### src/hw/remap_params.svh
// Constants of the remote target address remap block: register indices, fields, reset values.
// Assumes a 32-bit AXI4-Lite register bus where the byte address is four times the index.
`ifndef REMAP_PARAMS_SVH
`define REMAP_PARAMS_SVH

// Register indices; the byte address is the index times four.
`define RT_IDX_REMOTE_1 8'h70
`define RT_IDX_REMOTE_2 8'h71
`define RT_IDX_REMOTE_3 8'h72
`define RT_IDX_REMOTE_4 8'h73
`define RT_IDX_REMOTE_5 8'h74
`define RT_IDX_REMOTE_6 8'h75
`define RT_IDX_ALIAS_1 8'h77
`define RT_IDX_ALIAS_2 8'h78
`define RT_IDX_ALIAS_3 8'h79
`define RT_IDX_ALIAS_4 8'h7a
`define RT_IDX_ALIAS_5 8'h7b
`define RT_IDX_ALIAS_6 8'h7c
`define RT_IDX_CTRL 8'h7d
`define RT_IDX_STATUS 8'h7e

// Table geometry and field positions.
`define RT_ENTRIES 6
`define RT_ADDR_MSB 7
`define RT_ADDR_LSB 1
`define RT_CTRL_PORT_SEL_BIT 0
`define RT_AXI_AW 10

// Reset values.
`define RT_REG_RESET 8'h00
`define RT_TARGET_RESET 7'h00

// Status register field positions.
`define RT_ST_LAST_HIT_BIT 0
`define RT_ST_LAST_BLOCK_BIT 1
`define RT_ST_ENTRY_LSB 2
`define RT_ST_LINK_BIT 5
`define RT_ST_PORT_SEL_BIT 6
`define RT_ST_COUNT_LSB 8

// AXI response codes.
`define RT_RESP_OKAY 2'h0
`define RT_RESP_SLVERR 2'h2

`endif

### src/hw/remap_pkg.sv
// Types shared by the remote target address remap block.
// Assumes remap_params.svh is on the include path.
`include "remap_params.svh"

package remap_pkg;

  typedef logic [6:0] addr7_t;
  typedef addr7_t [`RT_ENTRIES-1:0] table_t;

  // Kind of register a word index selects.
  typedef enum logic [4:0] {
    K_NONE = 5'b00001,
    K_REMOTE = 5'b00010,
    K_ALIAS = 5'b00100,
    K_CTRL = 5'b01000,
    K_STATUS = 5'b10000
  } reg_kind_t;

  typedef enum logic [1:0] {
    W_IDLE = 2'b01,
    W_RESP = 2'b10
  } wr_state_t;

  typedef enum logic [1:0] {
    R_IDLE = 2'b01,
    R_DATA = 2'b10
  } rd_state_t;

  // Whole state of the top module.
  typedef struct packed {
    wr_state_t wst;
    logic aw_have;
    logic [7:0] aw_idx;
    logic w_have;
    logic [7:0] w_data;
    logic w_strb0;
    logic [1:0] bresp;
    rd_state_t rst;
    logic [31:0] rdata;
    logic [1:0] rresp;
    table_t [1:0] remote;
    table_t [1:0] alias_tbl;
    logic port_sel;
    logic fwd_valid;
    addr7_t fwd_addr;
    logic fwd_rw;
    logic fwd_link;
    logic drop;
    logic last_hit;
    logic last_blocked;
    logic [2:0] last_entry;
    logic last_link;
    logic [7:0] fwd_count;
  } remap_state_t;

endpackage

### src/hw/remap_top.sv
// Remote target address remap: two six-entry alias tables, AXI4-Lite registers, address rewrite.
// Assumes the I2C front end presents each address byte after a start as a one-cycle strobe,
// and that the control channel takes a forwarded address on the cycle it is offered.
//
// Function
// RULE1: Each remote entry holds a 7-bit target address in bits 7:1; bit 0 reserved.
// RULE2: A transaction to alias N is rewritten to remote entry N before forwarding.
// RULE3: A remote entry of zero blocks forwarding for that target.
// RULE4: With second port select set, entry accesses use the second link's table.
// RULE5: Each target has a 7-bit alias in bits 7:1; zero alias disables it.
// RULE6: Received address is compared with enabled aliases; no match means no forwarding.
`include "remap_params.svh"

module remap_top
  import remap_pkg::*;
(
  input logic aclk,
  input logic aresetn,
  input logic [`RT_AXI_AW-1:0] s_axi_awaddr,
  input logic [2:0] s_axi_awprot,
  input logic s_axi_awvalid,
  output logic s_axi_awready,
  input logic [31:0] s_axi_wdata,
  input logic [3:0] s_axi_wstrb,
  input logic s_axi_wvalid,
  output logic s_axi_wready,
  output logic [1:0] s_axi_bresp,
  output logic s_axi_bvalid,
  input logic s_axi_bready,
  input logic [`RT_AXI_AW-1:0] s_axi_araddr,
  input logic [2:0] s_axi_arprot,
  input logic s_axi_arvalid,
  output logic s_axi_arready,
  output logic [31:0] s_axi_rdata,
  output logic [1:0] s_axi_rresp,
  output logic s_axi_rvalid,
  input logic s_axi_rready,
  input logic i2c_addr_valid,
  input addr7_t i2c_addr,
  input logic i2c_rw,
  input logic i2c_link,
  output logic bcc_fwd_valid,
  output addr7_t bcc_fwd_addr,
  output logic bcc_fwd_rw,
  output logic bcc_fwd_link,
  output logic i2c_addr_ignored
);

  remap_state_t s_q;
  remap_state_t s_d;

  reg_kind_t wr_kind;
  logic [2:0] wr_entry;
  reg_kind_t rd_kind;
  logic [2:0] rd_entry;
  logic lk_match;
  logic lk_blocked;
  logic [2:0] lk_entry;
  addr7_t lk_remote;
  logic aw_take;
  logic w_take;
  logic ar_take;

  // Protection bits carry no meaning for this block.
  logic unused_prot;
  assign unused_prot = ^{s_axi_awprot, s_axi_arprot, s_axi_wstrb[3:1], s_axi_wdata[31:8]};

  // Write decode works on the latched index so the address may arrive before or after data.
  remap_decode u_wr_decode (
    .idx(s_q.aw_idx),
    .kind(wr_kind),
    .entry(wr_entry)
  );

  remap_decode u_rd_decode (
    .idx(s_axi_araddr[`RT_AXI_AW-1:2]),
    .kind(rd_kind),
    .entry(rd_entry)
  );

  // The link's own table is used, independent of the register port select.
  remap_lookup u_lookup (
    .alias_tbl(s_q.alias_tbl[i2c_link]),
    .remote_tbl(s_q.remote[i2c_link]),
    .addr_in(i2c_addr),
    .match(lk_match),
    .blocked(lk_blocked),
    .entry(lk_entry),
    .remote_addr(lk_remote)
  );

  // Handshake outputs are combinational from the registered state.
  assign s_axi_awready = (s_q.wst == W_IDLE) && !s_q.aw_have;
  assign s_axi_wready = (s_q.wst == W_IDLE) && !s_q.w_have;
  assign s_axi_bvalid = (s_q.wst == W_RESP);
  assign s_axi_arready = (s_q.rst == R_IDLE);
  assign s_axi_rvalid = (s_q.rst == R_DATA);
  assign aw_take = s_axi_awvalid && s_axi_awready;
  assign w_take = s_axi_wvalid && s_axi_wready;
  assign ar_take = s_axi_arvalid && s_axi_arready;

  // Data outputs come straight from flip-flops.
  assign s_axi_bresp = s_q.bresp;
  assign s_axi_rdata = s_q.rdata;
  assign s_axi_rresp = s_q.rresp;
  assign bcc_fwd_valid = s_q.fwd_valid;
  assign bcc_fwd_addr = s_q.fwd_addr;
  assign bcc_fwd_rw = s_q.fwd_rw;
  assign bcc_fwd_link = s_q.fwd_link;
  assign i2c_addr_ignored = s_q.drop;

  // Next state: bus slave, table writes, read mux and the address rewrite.
  always_comb begin
    s_d = s_q;
    s_d.fwd_valid = 1'b0;
    s_d.drop = 1'b0;

    // Write address and data are caught independently, in either order.
    unique case (s_q.wst)
      W_IDLE: begin
        if (aw_take) begin
          s_d.aw_have = 1'b1;
          s_d.aw_idx = s_axi_awaddr[`RT_AXI_AW-1:2];
        end
        if (w_take) begin
          s_d.w_have = 1'b1;
          s_d.w_data = s_axi_wdata[7:0];
          s_d.w_strb0 = s_axi_wstrb[0];
        end
        if (s_q.aw_have && s_q.w_have) begin
          s_d.aw_have = 1'b0;
          s_d.w_have = 1'b0;
          s_d.wst = W_RESP;
          s_d.bresp = `RT_RESP_OKAY;
          // Only the low byte lane holds data; a write without it changes nothing.
          unique case (wr_kind)
            K_REMOTE: begin
              if (s_q.w_strb0) begin
                // Bit 0 is reserved and not stored.
                s_d.remote[s_q.port_sel][wr_entry] =
                  s_q.w_data[`RT_ADDR_MSB:`RT_ADDR_LSB]; // [RULE1] [RULE4]
              end
            end
            K_ALIAS: begin
              if (s_q.w_strb0) begin
                s_d.alias_tbl[s_q.port_sel][wr_entry] =
                  s_q.w_data[`RT_ADDR_MSB:`RT_ADDR_LSB]; // [RULE5] [RULE4]
              end
            end
            K_CTRL: begin
              if (s_q.w_strb0) begin
                s_d.port_sel = s_q.w_data[`RT_CTRL_PORT_SEL_BIT];
              end
            end
            K_STATUS: begin
              // Status is read-only; the write is accepted and has no effect.
            end
            K_NONE: begin
              s_d.bresp = `RT_RESP_SLVERR;
            end
            default: begin
              s_d.bresp = `RT_RESP_SLVERR;
            end
          endcase
        end
      end
      W_RESP: begin
        if (s_axi_bready) begin
          s_d.wst = W_IDLE;
        end
      end
      default: begin
        s_d.wst = W_IDLE;
      end
    endcase

    // A read is decoded in the cycle its address is taken and answered on the next.
    unique case (s_q.rst)
      R_IDLE: begin
        if (ar_take) begin
          s_d.rst = R_DATA;
          s_d.rdata = 32'h0000_0000;
          s_d.rresp = `RT_RESP_OKAY;
          unique case (rd_kind)
            K_REMOTE: begin
              s_d.rdata[`RT_ADDR_MSB:`RT_ADDR_LSB] = s_q.remote[s_q.port_sel][rd_entry]; // [RULE4]
            end
            K_ALIAS: begin
              s_d.rdata[`RT_ADDR_MSB:`RT_ADDR_LSB] =
                s_q.alias_tbl[s_q.port_sel][rd_entry]; // [RULE4]
            end
            K_CTRL: begin
              s_d.rdata[`RT_CTRL_PORT_SEL_BIT] = s_q.port_sel;
            end
            K_STATUS: begin
              s_d.rdata[`RT_ST_LAST_HIT_BIT] = s_q.last_hit;
              s_d.rdata[`RT_ST_LAST_BLOCK_BIT] = s_q.last_blocked;
              s_d.rdata[`RT_ST_ENTRY_LSB +: 3] = s_q.last_entry;
              s_d.rdata[`RT_ST_LINK_BIT] = s_q.last_link;
              s_d.rdata[`RT_ST_PORT_SEL_BIT] = s_q.port_sel;
              s_d.rdata[`RT_ST_COUNT_LSB +: 8] = s_q.fwd_count;
            end
            K_NONE: begin
              s_d.rresp = `RT_RESP_SLVERR;
            end
            default: begin
              s_d.rresp = `RT_RESP_SLVERR;
            end
          endcase
        end
      end
      R_DATA: begin
        if (s_axi_rready) begin
          s_d.rst = R_IDLE;
        end
      end
      default: begin
        s_d.rst = R_IDLE;
      end
    endcase

    // Address rewrite: one cycle after the strobe, either a forward or an ignore pulse.
    // A table write in the same cycle takes effect only for the next address.
    if (i2c_addr_valid) begin
      s_d.last_hit = lk_match;
      s_d.last_blocked = lk_blocked;
      s_d.last_entry = lk_match ? 3'(lk_entry + 3'h1) : 3'h0;
      s_d.last_link = i2c_link;
      if (lk_match && !lk_blocked) begin
        s_d.fwd_valid = 1'b1; // [RULE2] [RULE6]
        s_d.fwd_addr = lk_remote; // [RULE2]
        s_d.fwd_rw = i2c_rw;
        s_d.fwd_link = i2c_link;
        s_d.fwd_count = 8'(s_q.fwd_count + 8'h01);
      end else begin
        s_d.drop = 1'b1; // [RULE3] [RULE6]
      end
    end

    // Synchronous reset puts every field at its documented or neutral value.
    if (!aresetn) begin
      s_d = '0;
      s_d.wst = W_IDLE;
      s_d.rst = R_IDLE;
      s_d.bresp = `RT_RESP_OKAY;
      s_d.rresp = `RT_RESP_OKAY;
      for (int p = 0; p < 2; p++) begin
        for (int e = 0; e < `RT_ENTRIES; e++) begin
          s_d.remote[p][e] = `RT_TARGET_RESET;
          s_d.alias_tbl[p][e] = `RT_TARGET_RESET;
        end
      end
    end
  end

  // Single state register.
  always_ff @(posedge aclk) begin
    s_q <= s_d;
  end

endmodule

### src/hw/remap_decode.sv
// Word index decoder for the remap register map.
// Assumes the index is the AXI byte address divided by four.
`include "remap_params.svh"

module remap_decode
  import remap_pkg::*;
(
  input logic [7:0] idx,
  output reg_kind_t kind,
  output logic [2:0] entry
);

  // Ranges are contiguous, so one compare pair per table replaces six equalities.
  always_comb begin
    kind = K_NONE;
    entry = 3'h0;
    if (idx >= `RT_IDX_REMOTE_1 && idx <= `RT_IDX_REMOTE_6) begin
      kind = K_REMOTE;
      entry = 3'(idx - `RT_IDX_REMOTE_1);
    end else if (idx >= `RT_IDX_ALIAS_1 && idx <= `RT_IDX_ALIAS_6) begin
      kind = K_ALIAS;
      entry = 3'(idx - `RT_IDX_ALIAS_1);
    end else if (idx == `RT_IDX_CTRL) begin
      kind = K_CTRL;
    end else if (idx == `RT_IDX_STATUS) begin
      kind = K_STATUS;
    end
  end

endmodule

### src/hw/remap_lookup.sv
// Alias match for one link's table: finds the entry whose alias equals the received address.
// Assumes both tables are stable for the cycle in which the address is presented.
`include "remap_params.svh"

module remap_lookup
  import remap_pkg::*;
(
  input table_t alias_tbl,
  input table_t remote_tbl,
  input addr7_t addr_in,
  output logic match,
  output logic blocked,
  output logic [2:0] entry,
  output addr7_t remote_addr
);

  logic [`RT_ENTRIES-1:0] hit_vec;

  // A zero alias never matches, so a cleared entry is out of the table.
  for (genvar gi = 0; gi < `RT_ENTRIES; gi++) begin : g_cmp
    assign hit_vec[gi] = (alias_tbl[gi] != `RT_TARGET_RESET) && (alias_tbl[gi] == addr_in); // [RULE5] [RULE6]
  end

  // Lowest entry wins when software has programmed the same alias twice.
  always_comb begin
    entry = 3'h0;
    remote_addr = `RT_TARGET_RESET;
    for (int i = `RT_ENTRIES - 1; i >= 0; i--) begin
      if (hit_vec[i]) begin
        entry = 3'(i);
        remote_addr = remote_tbl[i]; // [RULE2]
      end
    end
  end

  assign match = |hit_vec;
  assign blocked = match && (remote_addr == `RT_TARGET_RESET); // [RULE3]

endmodule

### config.mk
export PLATFORM = sky130hd
export DESIGN_NAME = remap_top
export DESIGN_NICKNAME = d
export VERILOG_FILES = /design/src/hw/remap_pkg.sv /design/src/hw/remap_top.sv /design/src/hw/remap_decode.sv /design/src/hw/remap_lookup.sv
export VERILOG_INCLUDE_DIRS = /design/src /design/src/hw
export SDC_FILE = /design/constraint.sdc
export NUM_CORES = 1
export LEC_CHECK = 0
export ABC_AREA = 0
export BUFFER_PORTS_ARGS = -buffer_cell sky130_fd_sc_hd__buf_2
export CAP_MARGIN = 20
export CORE_ASPECT_RATIO = 0.6
export CORE_MARGIN = 3
export CORE_UTILIZATION = 55
export DETAILED_ROUTE_END_ITERATION = 8
export PLACE_DENSITY_LB_ADDON = 0.08
export SLEW_MARGIN = 25
export SYNTH_ARGS = -nofsm -noshare
export SYNTH_HDL_FRONTEND = slang
export SYNTH_SLANG_ARGS = --single-unit
### constraint.sdc
create_clock -name aclk -period 4.6 [get_ports aclk]
set_input_delay 0.23 -clock aclk [delete_from_list [all_inputs] [get_ports aclk]]
set_output_delay 0.23 -clock aclk [all_outputs]
set_load 0.005 [all_outputs]
# == Word-level counts from Yosys, hierarchy flattened ==
# Index checks and enable logic that the tools add are counted.
# totals
reg_bits,237
input_bits,79
out_inout_bits,52
# op_classes
n_addsub,6
order_cmp,14
n_eq_ne,26
muxes,60
n_reduce_logical,48
# op_table
cell,count
42-bit 2-to-1 mux,9
84-bit bitwise mux,2
7-bit 2-to-1 mux,9
7-bit binary-select mux with 3-bit select,2
42-bit demux with 1-bit select,1
7-bit equality test,6
7-bit nonzero test,6
5-bit 2-to-1 mux,8
3-bit 2-to-1 mux,12
36-bit 2-to-1 mux,1
8-bit by 7-bit equality test with 1-bit output (second input constant),4
8-bit by 7-bit greater-or-equal comparator with 1-bit output (second input constant),4
8-bit by 7-bit <= comparator with 1-bit output (second input constant),4
7-bit demux with 3-bit select,1
1-bit logical AND,20
10-bit 2-to-1 mux,2
2-bit AND reduction,10
6-bit case mux with 3 select lines,1
4-bit AND reduction,3
5-bit by 2-bit equality test with 1-bit output (second input constant),2
5-bit by 3-bit equality test with 1-bit output (second input constant),2
5-bit by 4-bit equality test with 1-bit output (second input constant),2
5-bit equality test (second input constant),2
9-bit 2-to-1 mux,1
21 further kinds,40

# == Depth between registers and ports, before layout ==
# Gate-level depths: netlist (run 1).
# logic_depth
ltp_word,15
mapped_depth,17
ltp_nobuf,12

# == Modules after synthesis ==
# Synthesis (run 1) repeated with hierarchy kept, for this count alone.
# unflattened
cells_unflattened,1642
area_unflattened_um2,14292.5
# modules_own_cells
module,n_inst,cells_each,area_per_inst_um2,seq_area_each_um2
remap_top,1,1414,12657.1,4704.5
remap_lookup,1,156,1064.8,0.0
remap_decode,2,36,285.3,0.0

# == Worst setup path after synthesis (run 1) ==
# No wires, ideal clock.
# synth_path
path_kind,input port to flip-flop
startpoint,input port i2c_link
endpoint,register s_q (netlist bit bcc_fwd_addr[0])
arrival_time_ns,3.199
setup_slack_ns,1.273
stages,16
cell_sequence,buf_6 -> buf_4 -> buf_2 -> buf_2 -> mux2i_1 -> xor2_1 -> nand4_1 -> nor3_1 -> clkbuf_1 -> a311oi_1 -> o22ai_1 -> nor4_4 -> a31oi_4 -> buf_6 -> mux2i_1 -> nor2_1
# synth_via
elab_chain_cells,15
elab_cells_between_ends,34
cone_classes,6 x eq/ne; 10 x mux; 18 x reduce/logical
# synth_lines
element,line,text
"start, declared",remap_top.sv:41,"input logic i2c_link,"
42-bit 2-to-1 mux (implied by the code) (2 in series),remap_top.sv:83,".alias_tbl(s_q.alias_tbl[i2c_link]),"
7-bit equality test or 7-bit nonzero test (tied branches),--,
1-bit logical AND,remap_lookup.sv:21,assign hit_vec[gi] = (alias_tbl[gi] != `RT_TARGET_RESET) && (alias_tbl[gi] == addr_in);
7-bit 2-to-1 mux (6 in series),remap_lookup.sv:29,if (hit_vec[i]) begin
7-bit logical NOT (no line),--,
1-bit logical AND,remap_lookup.sv:37,assign blocked = match && (remote_addr == `RT_TARGET_RESET);
1-bit logical NOT,remap_top.sv:229,if (lk_match && !lk_blocked) begin
1-bit logical AND,remap_top.sv:229,
2-bit AND reduction (no line),--,
"end signal, assigned",remap_top.sv:258,s_q <= s_d;
"end, declared",remap_top.sv:49,remap_state_t s_q;
# Several ways; a longest one is shown, not always the timed one. The select of a mux whose other input is x is not followed.
# A chain may end at the register's enable or synchronous reset.

# == Final worst setup path (run 1) ==
# layout_path
startpoint,register s_q[99] in the netlist's numbering
endpoint,register s_q[2] in the netlist's numbering
# layout_via
elab_chain_cells,14
elab_cells_between_ends,16
cone_classes,1 x eq/ne; 7 x mux; 8 x reduce/logical
# layout_lines
element,line
42-bit 2-to-1 mux (implied by the code) * (2 in series),remap_top.sv:83
7-bit equality test or 7-bit nonzero test (tied branches),--
1-bit logical AND *,remap_lookup.sv:21
7-bit 2-to-1 mux (5 in series),remap_lookup.sv:29
7-bit logical NOT (no line),--
1-bit logical AND,remap_lookup.sv:37
1-bit logical NOT,remap_top.sv:229
1-bit logical AND *,remap_top.sv:229
2-bit AND reduction (no line) *,--
# Every way passes the cells marked *; elsewhere a longest branch is shown, timed or not. The select of a mux whose other input is x is not followed.

==> results of run 1 <==
## final cells by class
class	count	share of cell area, %
inverters	14	0.403
multi-input cells	1025	52.2
flip-flops and latches	235	33.0
clock inverters	5	0.350
clock buffers	34	4.88
well taps	308	2.70
repair buffers	139	6.51
## layer usage
metal	part of all wire [%]	track usage [%]	vias up
li1	-	-	4997
met1	49	48.6	5201
met2	38	39.0	474
met3	12	9.92	42
met4	1.3	4.29	0
met5	0	0	-
## kinds of logic (layout without fill, tap and decap cells)
family | Yosys count | in the layout | synth area share, %
multiplexers | 308 | 308 | 28.1
flip-flops | 235 | 235 | 36.5
buffers and inverters | 157 | 192 | 6.31
AO/OA/AOI/OAI | 150 | 150 | 7.59
AND/OR/NAND/NOR | 492 | 492 | 17.3
adder cells (fa/ha/maj) | 10 | 10 | 0.970
other | 1 | 18 | 0.0291
XOR/XNOR | 47 | 47 | 3.19
## through the flow
step,cell area [um^2],instances
3_5_place_dp,13400,1702
5_1_grt,14300,1760
2_1_floorplan,13000,1417
6_report,14300,1760
3_3_place_gp,13400,1702
4_1_cts,14300,1760
## placed cells by master, fill, tap and decap left out, types with 4 or more instances in the layout
cell	count
mux2i_1	250
dfxtp_1	231
nor2_1	223
nand2_1	108
buf_2	74
a21oi_1	58
buf_4	44
mux4_2	42
nand3_1	40
xor2_1	28
nor4_1	26
o21ai_0	25
clkbuf_16	23
nor3_1	21
xnor2_1	19
dlygate4sd3_1	19
conb_1	18
mux2_2	16
a311oi_1	14
inv_1	13
nand4_1	12
nor2b_1	11
and2_1	10
ha_1	10
a211oi_1	9
nand2b_1	8
clkbuf_8	8
or3_1	7
a221oi_1	7
a22oi_1	5
o22ai_1	5
and3_1	4
nand3b_1	4
o211ai_1	4
clkinv_2	4
dfxtp_2	4
## worst min path at each step
stage                    startpoint              end  cells after the start
floorplan            s_axi_wstrb[0]         s_q[232]                      2
finish                 s_axi_bready         s_q[252]                      4
detailed placement  s_axi_rdata[14]  s_axi_rdata[14]                      2
global placement    s_axi_rdata[14]  s_axi_rdata[14]                      2
CTS                    s_axi_bready         s_q[252]                      4
global route           s_axi_bready         s_q[252]                      4
## report_power, final
part | leakage, nW | internal, mW | switching (mW)
clock | 0.374 | 1.10 | 0.821
sequential | 1.90 | 2.05 | 0.0366
combinational | 3.57 | 0.104 | 0.195
total | 5.84 | 3.25 | 1.05
## worst register-to-register path: stages (launching register included)
cell and delay, ps:
dfxtp_1 350, mux2i_1 170, xor2_1 200, or4bb_1 550, or3_1 500, a311oi_1 750
o22ai_1 320, nor4_4 440, a31oi_4 270, a21bo_2 300, a21oi_1 140
## timing repair
item,4_1_cts,5_1_grt
buffers inserted,0,0
hold buffers,19,0
endpoints found under the hold margin,19,0
==> qor.csv, run 1 <==
stage;metric;value;unit
setup_path;Reg2Reg Launch Point;s_q[99];
cells_and_area;fraction of layout cells with a size suffix above 1;15.6;%
setup_path;Startpoint Class;flip-flop;
drt;WL per Instance;22.0;um
yosys;area leader, netlist;dfxtp_1;
setup_path;R2R Setup Slk;550;ps
setup_path;slowest CP cell;a311oi_1;
timing;unrepaired setup endpoints after global routing;no;
cts;Worst-Skew Late Latency;530;ps
setup_path;Worst R2R End;s_q[2];
worst_hold_path;worst hold-check path type;input pin to flip-flop;
floorplan;Starting Density;57.2;%
cts;CTS clock-pin slew for the worst setup and hold paths;60;ps
setup_path;CP peak stage delay;740;ps
cells_and_area;nets@finish;1527;
global_routing;initial antenna violation count;0;
drt;Vias;10700;
yosys;cell with the most instances after synthesis;mux2i_1;
pwr;Peak VDD IR;227;uV
cells_and_area;Reg with most FFs;s_q;
yosys;Cell Area, Synth;12900;um^2
timing;Tmin final;4050;ps
floorplan;Die W;204;um
cts;CTS tree;yes;
setup_path;critical path capture point type;flip-flop;
yosys;dominant synthesized flop cell;dfxtp_1;
drt;Vias/cell;6.09;
timing;final worst-path cycle share;88.1;%
timing;Worst Setup Slack, final;548;ps
yosys;Post-synth top cells;mux2i_1, dfxtp_1, nor2_1;
timing;worst slew pin tran;959;ps
setup_path;CP endpoint;s_q[2];
global_routing;number of global-route vias before repair;9930;
yosys;register bit count reported by yosys;235;
place;port bufs;75;
setup_path;WP depth;10;
timing;max_slew headroom;35.8;%
drt;remaining antenna violation count;0;
yosys;Yosys top cell area share;36.5;%
setup_path;worst-path cell chain;mux2i_1 > xor2_1 > or4bb_1 > or3_1 > a311oi_1 > o22ai_1 > nor4_4 > a31oi_4 > a21bo_2 > a21oi_1;
cells_and_area;area of the multi-input gates;7460;um^2
pwr;pwr/cell area;301;nW/um^2
cts;TritonCTS buffer count;23;
cells_and_area;fin util;63.4;%
yosys;post-synthesis cell count;1400;
cells_and_area;Largest register FFs;206;
yosys;fraction of registers with async set/reset;0;%
cells_and_area;Sequential Area;4710;um^2
place;hpwl dp;27.6;mm
status;status;finished clean;
drt;final wirelength;38.8;mm
yosys;Yosys Warn Count;0;
floorplan;Core Area;22500;um^2
timing;final setup fails;0;
cells_and_area;Layout area overhead;10.8;%
run;total of max-cap violations;0;
cts;H-tree levels;1;
cts;worst-case clock buffer depth;3;
yosys;sequential share of the synthesized area;36.5;%
timing;Highest Clock Rate;247;MHz
setup_path;required time worst endpoint;5040;ps
setup_path;critical path class;flip-flop to flip-flop;
global_routing;global-route wire length before repair;60.0;mm
floorplan;number of I/O pins;131;
timing;setup TNS;0;ps
pwr;leak pwr;5.84;nW
timing;Hold Violations, Final;0;
drt;Starting DRT DRC Count;1250;
timing;Clock Skews;24.9;ps
timing;worst hold slack;19.1;ps
setup_path;worst endpoint data arrival time;4500;ps
pwr;Total Power Consumption;4.31;mW
cells_and_area;Antenna Cells;0;
cells_and_area;fillers;1921;
global_routing;overall routing resource usage;30.2;%
yosys;Distinct cells, synth;62;
global_routing;Overflow after GRT;0;
timing;max-slew violation count;0;
setup_path;worst r2r path cells;10;
global_routing;largest net degree at the start of global routing;126;
yosys;EDFF count, synth;0;
drt;First-pass DRT Iterations;5;
setup_path;CP Buf/Inv Count;0;
yosys;top post-synthesis cells by area;dfxtp_1, mux2i_1, mux4_2;
drt;Remaining DRCs;0;
setup_path;Crit Path Max Fanout;17;
cts;# clock sinks;235;
cts;post-CTS sizing;0;
floorplan;Core Rows;42;
yosys;Mean Syn Cell Area;9.22;um^2
setup_path;Setup crit start;s_q[99];
floorplan;Die ar.;25400;um^2
place;gpl congestion;0.937;
floorplan;Die H;125;um
place;Post-Place Setup Slack;329;ps
setup_path;Crit path max-delay family;compound AO/OA/AOI/OAI gates;
cts;CTS root buffer;clkbuf_16;
(Power assumes the default switching activity.)
==> inputs of run 2 (changes only) <==
--- a/config.mk
+++ b/config.mk
@@ -6,15 +6,16 @@
 export SDC_FILE = /design/constraint.sdc
 export NUM_CORES = 1
 export LEC_CHECK = 0
-export ABC_AREA = 0
+export ABC_AREA = 1
 export BUFFER_PORTS_ARGS = -buffer_cell sky130_fd_sc_hd__buf_2
 export CAP_MARGIN = 20
 export CORE_ASPECT_RATIO = 0.6
 export CORE_MARGIN = 3
 export CORE_UTILIZATION = 55
 export DETAILED_ROUTE_END_ITERATION = 8
+export HOLD_SLACK_MARGIN = 0.05
 export PLACE_DENSITY_LB_ADDON = 0.08
-export SLEW_MARGIN = 25
+export SLEW_MARGIN = 15
 export SYNTH_ARGS = -nofsm -noshare
 export SYNTH_HDL_FRONTEND = slang
 export SYNTH_SLANG_ARGS = --single-unit
==> run 2 against run 1 <==
Combinational power increased by 11%; synthesized area increased by 2.2%; highest routed layer unchanged; synthesized cell count increased by 46%; largest cell class unchanged.
==> qor.csv, run 2 <==
stage;metric;value;unit;change
drt;WL per Instance;17.6;um;was 22.0 um
cts;CTS tree;yes;;unchanged
drt;Vias;13200;;was 10700
setup_path;critical path capture point type;flip-flop;;unchanged
setup_path;required time worst endpoint;4990;ps;was 5040 ps
yosys;fraction of registers with async set/reset;0;%;unchanged
setup_path;critical path class;flip-flop to flip-flop;;unchanged
yosys;dominant synthesized flop cell;dfxtp_1;;unchanged
cts;# clock sinks;235;;unchanged
timing;final setup fails;0;;unchanged
global_routing;Overflow after GRT;0;;unchanged
cells_and_area;most frequent cells in the layout;nand2_1, o21ai_0, dfxtp_1;;was mux2i_1, dfxtp_1, nor2_1
setup_path;worst r2r path cells;14;;was 10
setup_path;Startpoint Class;flip-flop;;unchanged
setup_path;Crit Path Max Fanout;14;;was 17
drt;First-pass DRT Iterations;7;;was 5
timing;Highest Clock Rate;268;MHz;was 247 MHz
setup_path;Setup crit start;s_q[242];;was s_q[99]
timing;worst hold slack;165;ps;was 19.1 ps
cts;H-tree levels;1;;unchanged
yosys;Post-synth top cells;nand2_1, o21ai_0, dfxtp_1;;was mux2i_1, dfxtp_1, nor2_1
yosys;EDFF count, synth;0;;unchanged
floorplan;Die W;206;um;was 204 um
yosys;Yosys Warn Count;0;;unchanged
cells_and_area;non-filler cells, final;2361;;was 1760
global_routing;overall routing resource usage;31.4;%;was 30.2%
cells_and_area;nets@finish;2119;;was 1527
timing;Hold Violations, Final;0;;unchanged
drt;Starting DRT DRC Count;1653;;was 1250
setup_path;R2R Setup Slk;860;ps;was 550 ps
yosys;Distinct cells, synth;45;;was 62
cts;worst-case clock buffer depth;3;;unchanged
pwr;Flop pwr share;47.9;%;was 48.5%
pwr;Peak VDD IR;243;uV;was 227 uV
yosys;area leader, netlist;dfxtp_1;;unchanged
pwr;combinational share of power;7.6;%;was 6.9%
floorplan;Die H;126;um;was 125 um
place;port bufs;75;;unchanged
drt;final wirelength;41.6;mm;was 38.8 mm
yosys;Cell Area, Synth;13200;um^2;was 12900 um^2
timing;max_slew headroom;26.1;%;was 35.8%
pwr;Int Power;3.24;mW;was 3.25 mW
cts;TritonCTS buffer count;23;;unchanged
cells_and_area;Largest register FFs;206;;unchanged
pwr;switching power;1.12;mW;was 1.05 mW
floorplan;Starting Density;56.5;%;was 57.2%
drt;remaining antenna violation count;0;;unchanged
cells_and_area;fraction of layout cells with a size suffix above 1;7.87;%;was 15.6%
timing;final worst-path cycle share;81.2;%;was 88.1%
status;status;finished clean;;unchanged
yosys;Mean Syn Cell Area;6.46;um^2;was 9.22 um^2
pwr;Total Power Consumption;4.36;mW;was 4.31 mW
worst_hold_path;Hold Crit Depth;3;;was 4
cts;Worst-Skew Late Latency;530;ps;about the same
pwr;clock share of power;44.5;%;was 44.6%
place;Cells after DPL;2299;;was 1702
place;Post-Place Setup Slack;839;ps;was 329 ps
cts;CTS root buffer;clkbuf_16;;unchanged
yosys;Yosys top cell area share;35.7;%;was 36.5%
yosys;sequential share of the synthesized area;35.7;%;was 36.5%
timing;max-slew violation count;0;;unchanged
global_routing;largest net degree at the start of global routing;77;;was 126
yosys;post-synthesis cell count;2041;;was 1400
drt;Remaining DRCs;0;;unchanged
cells_and_area;Antenna Cells;0;;unchanged
cells_and_area;Layout area overhead;8.14;%;was 10.8%
drt;Vias/cell;5.61;;was 6.09
worst_hold_path;worst hold-check path type;input pin to flip-flop;;unchanged
yosys;top post-synthesis cells by area;dfxtp_1, nand2_1, o21ai_0;;was dfxtp_1, mux2i_1, mux4_2
setup_path;Worst R2R End;s_q[191];;was s_q[2]
place;gpl congestion;0.906;;was 0.937
floorplan;number of I/O pins;131;;unchanged
yosys;cell with the most instances after synthesis;nand2_1;;was mux2i_1
run;total of max-cap violations;0;;unchanged
floorplan;Die ar.;25900;um^2;was 25400 um^2
yosys;register bit count reported by yosys;235;;unchanged
timing;setup TNS;0;ps;unchanged
setup_path;Reg2Reg Launch Point;s_q[242];;was s_q[99]
global_routing;number of global-route vias before repair;11400;;was 9930
pwr;leak pwr;5.87;nW;was 5.84 nW
pwr;pwr/cell area;305;nW/um^2;was 301 nW/um^2
setup_path;CP endpoint;s_q[191];;was s_q[2]
timing;Clock Skews;15.5;ps;was 24.9 ps
setup_path;worst endpoint data arrival time;4130;ps;was 4500 ps
cts;CTS clock-pin slew for the worst setup and hold paths;60;ps;about the same
floorplan;Core Rows;43;;was 42
timing;Worst Setup Slack, final;863;ps;was 548 ps
place;hpwl dp;27.9;mm;was 27.6 mm
pwr;Sw Ratio;25.7;%;was 24.4%
timing;unrepaired setup endpoints after global routing;no;;unchanged
global_routing;global-route wire length before repair;64.3;mm;was 60.0 mm
global_routing;initial antenna violation count;0;;unchanged
cells_and_area;commonest non-fill, non-tap cell in the layout;nand2_1;;was mux2i_1
floorplan;Core Area;23300;um^2;was 22500 um^2
cells_and_area;Reg with most FFs;s_q;;unchanged
timing;Tmin final;3740;ps;was 4050 ps
timing;worst slew pin tran;1110;ps;was 959 ps
[run 2: layout make-up]
cell class	instances	area, um^2
sequential	235	4710
multi-input combinational	1428	6810
fill	2262	9090
clock buffer	34	687
tap	315	394
inverter	229	862
clock inverter	7	66.3
timing repair buffer	113	728
[run 2: how the worst min path moves through the flow]
stage	from	end	slack, ps
floorplan	s_axi_rready	s_q[228]	370
global placement	s_q[66]	s_q[66]	450
detailed placement	s_q[66]	s_q[66]	450
CTS	i2c_addr_valid	s_q[8]	140
global route	i2c_addr_valid	bcc_fwd_addr[6]	180
finish	i2c_addr_valid	bcc_fwd_addr[6]	170
[run 2: power by group through the flow]
stage / Combinational (mW) / Sequential (mW) / Clock (mW)
3_5_place_dp: 0.308 / 2.13 / 0
6_report: 0.333 / 2.09 / 1.94
2_1_floorplan: 0.219 / 2.12 / 0
5_1_grt: 0.364 / 2.09 / 2.03
4_1_cts: 0.322 / 2.08 / 1.95
3_3_place_gp: 0.305 / 2.13 / 0
[run 2: repair_timing]
action | CTS | global route
endpoints found under the hold margin | 22 | 0
buffers inserted | 0 | 0
hold buffers | 20 | 0
resized for setup | 0 | 0
[run 2: kinds of logic (layout without fill, tap and decap cells)]
group,Yosys count,count (layout),synth area share [%]
AOI/OAI and AO/OA,568,568,23.4
xor gates and xnor gates,17,17,1.13
adders and majority gates,10,10,0.949
buffers and inverters,395,383,13.1
DFF,235,235,35.7
muxes,6,6,0.455
other,1,18,0.0284
and+or+nand+nor,809,809,25.3
[run 2: metal layers]
layer | track usage, % | up-vias | wire, um
li1 | - | 6576 | -
met1 | 50.3 | 5996 | 20000
met2 | 41.6 | 612 | 16000
met3 | 8.19 | 58 | 4810
met4 | 6.02 | 0 | 765
met5 | 0 | - | 0
[run 2: stage by stage]
step,instance area (um^2),util [%]
after detailed placement,13300,56.9
after CTS,14200,61.0
after global placement,13300,56.9
after global routing,14300,61.1
final,14300,61.1
after floorplan,13300,-
[run 2: worst max-delay path: stages, from the launching register on]
cell and delay, ps:
dfxtp_1 410, inv_1 120, ha_1 220, nor2_1 110, nor4_1 60, nor2_1 170, inv_1 110, nor2_1 200
inv_1 80, o21ai_0 490, inv_1 170, nor2_1 480, nand3_1 560, o21ai_0 360, a21oi_1 60
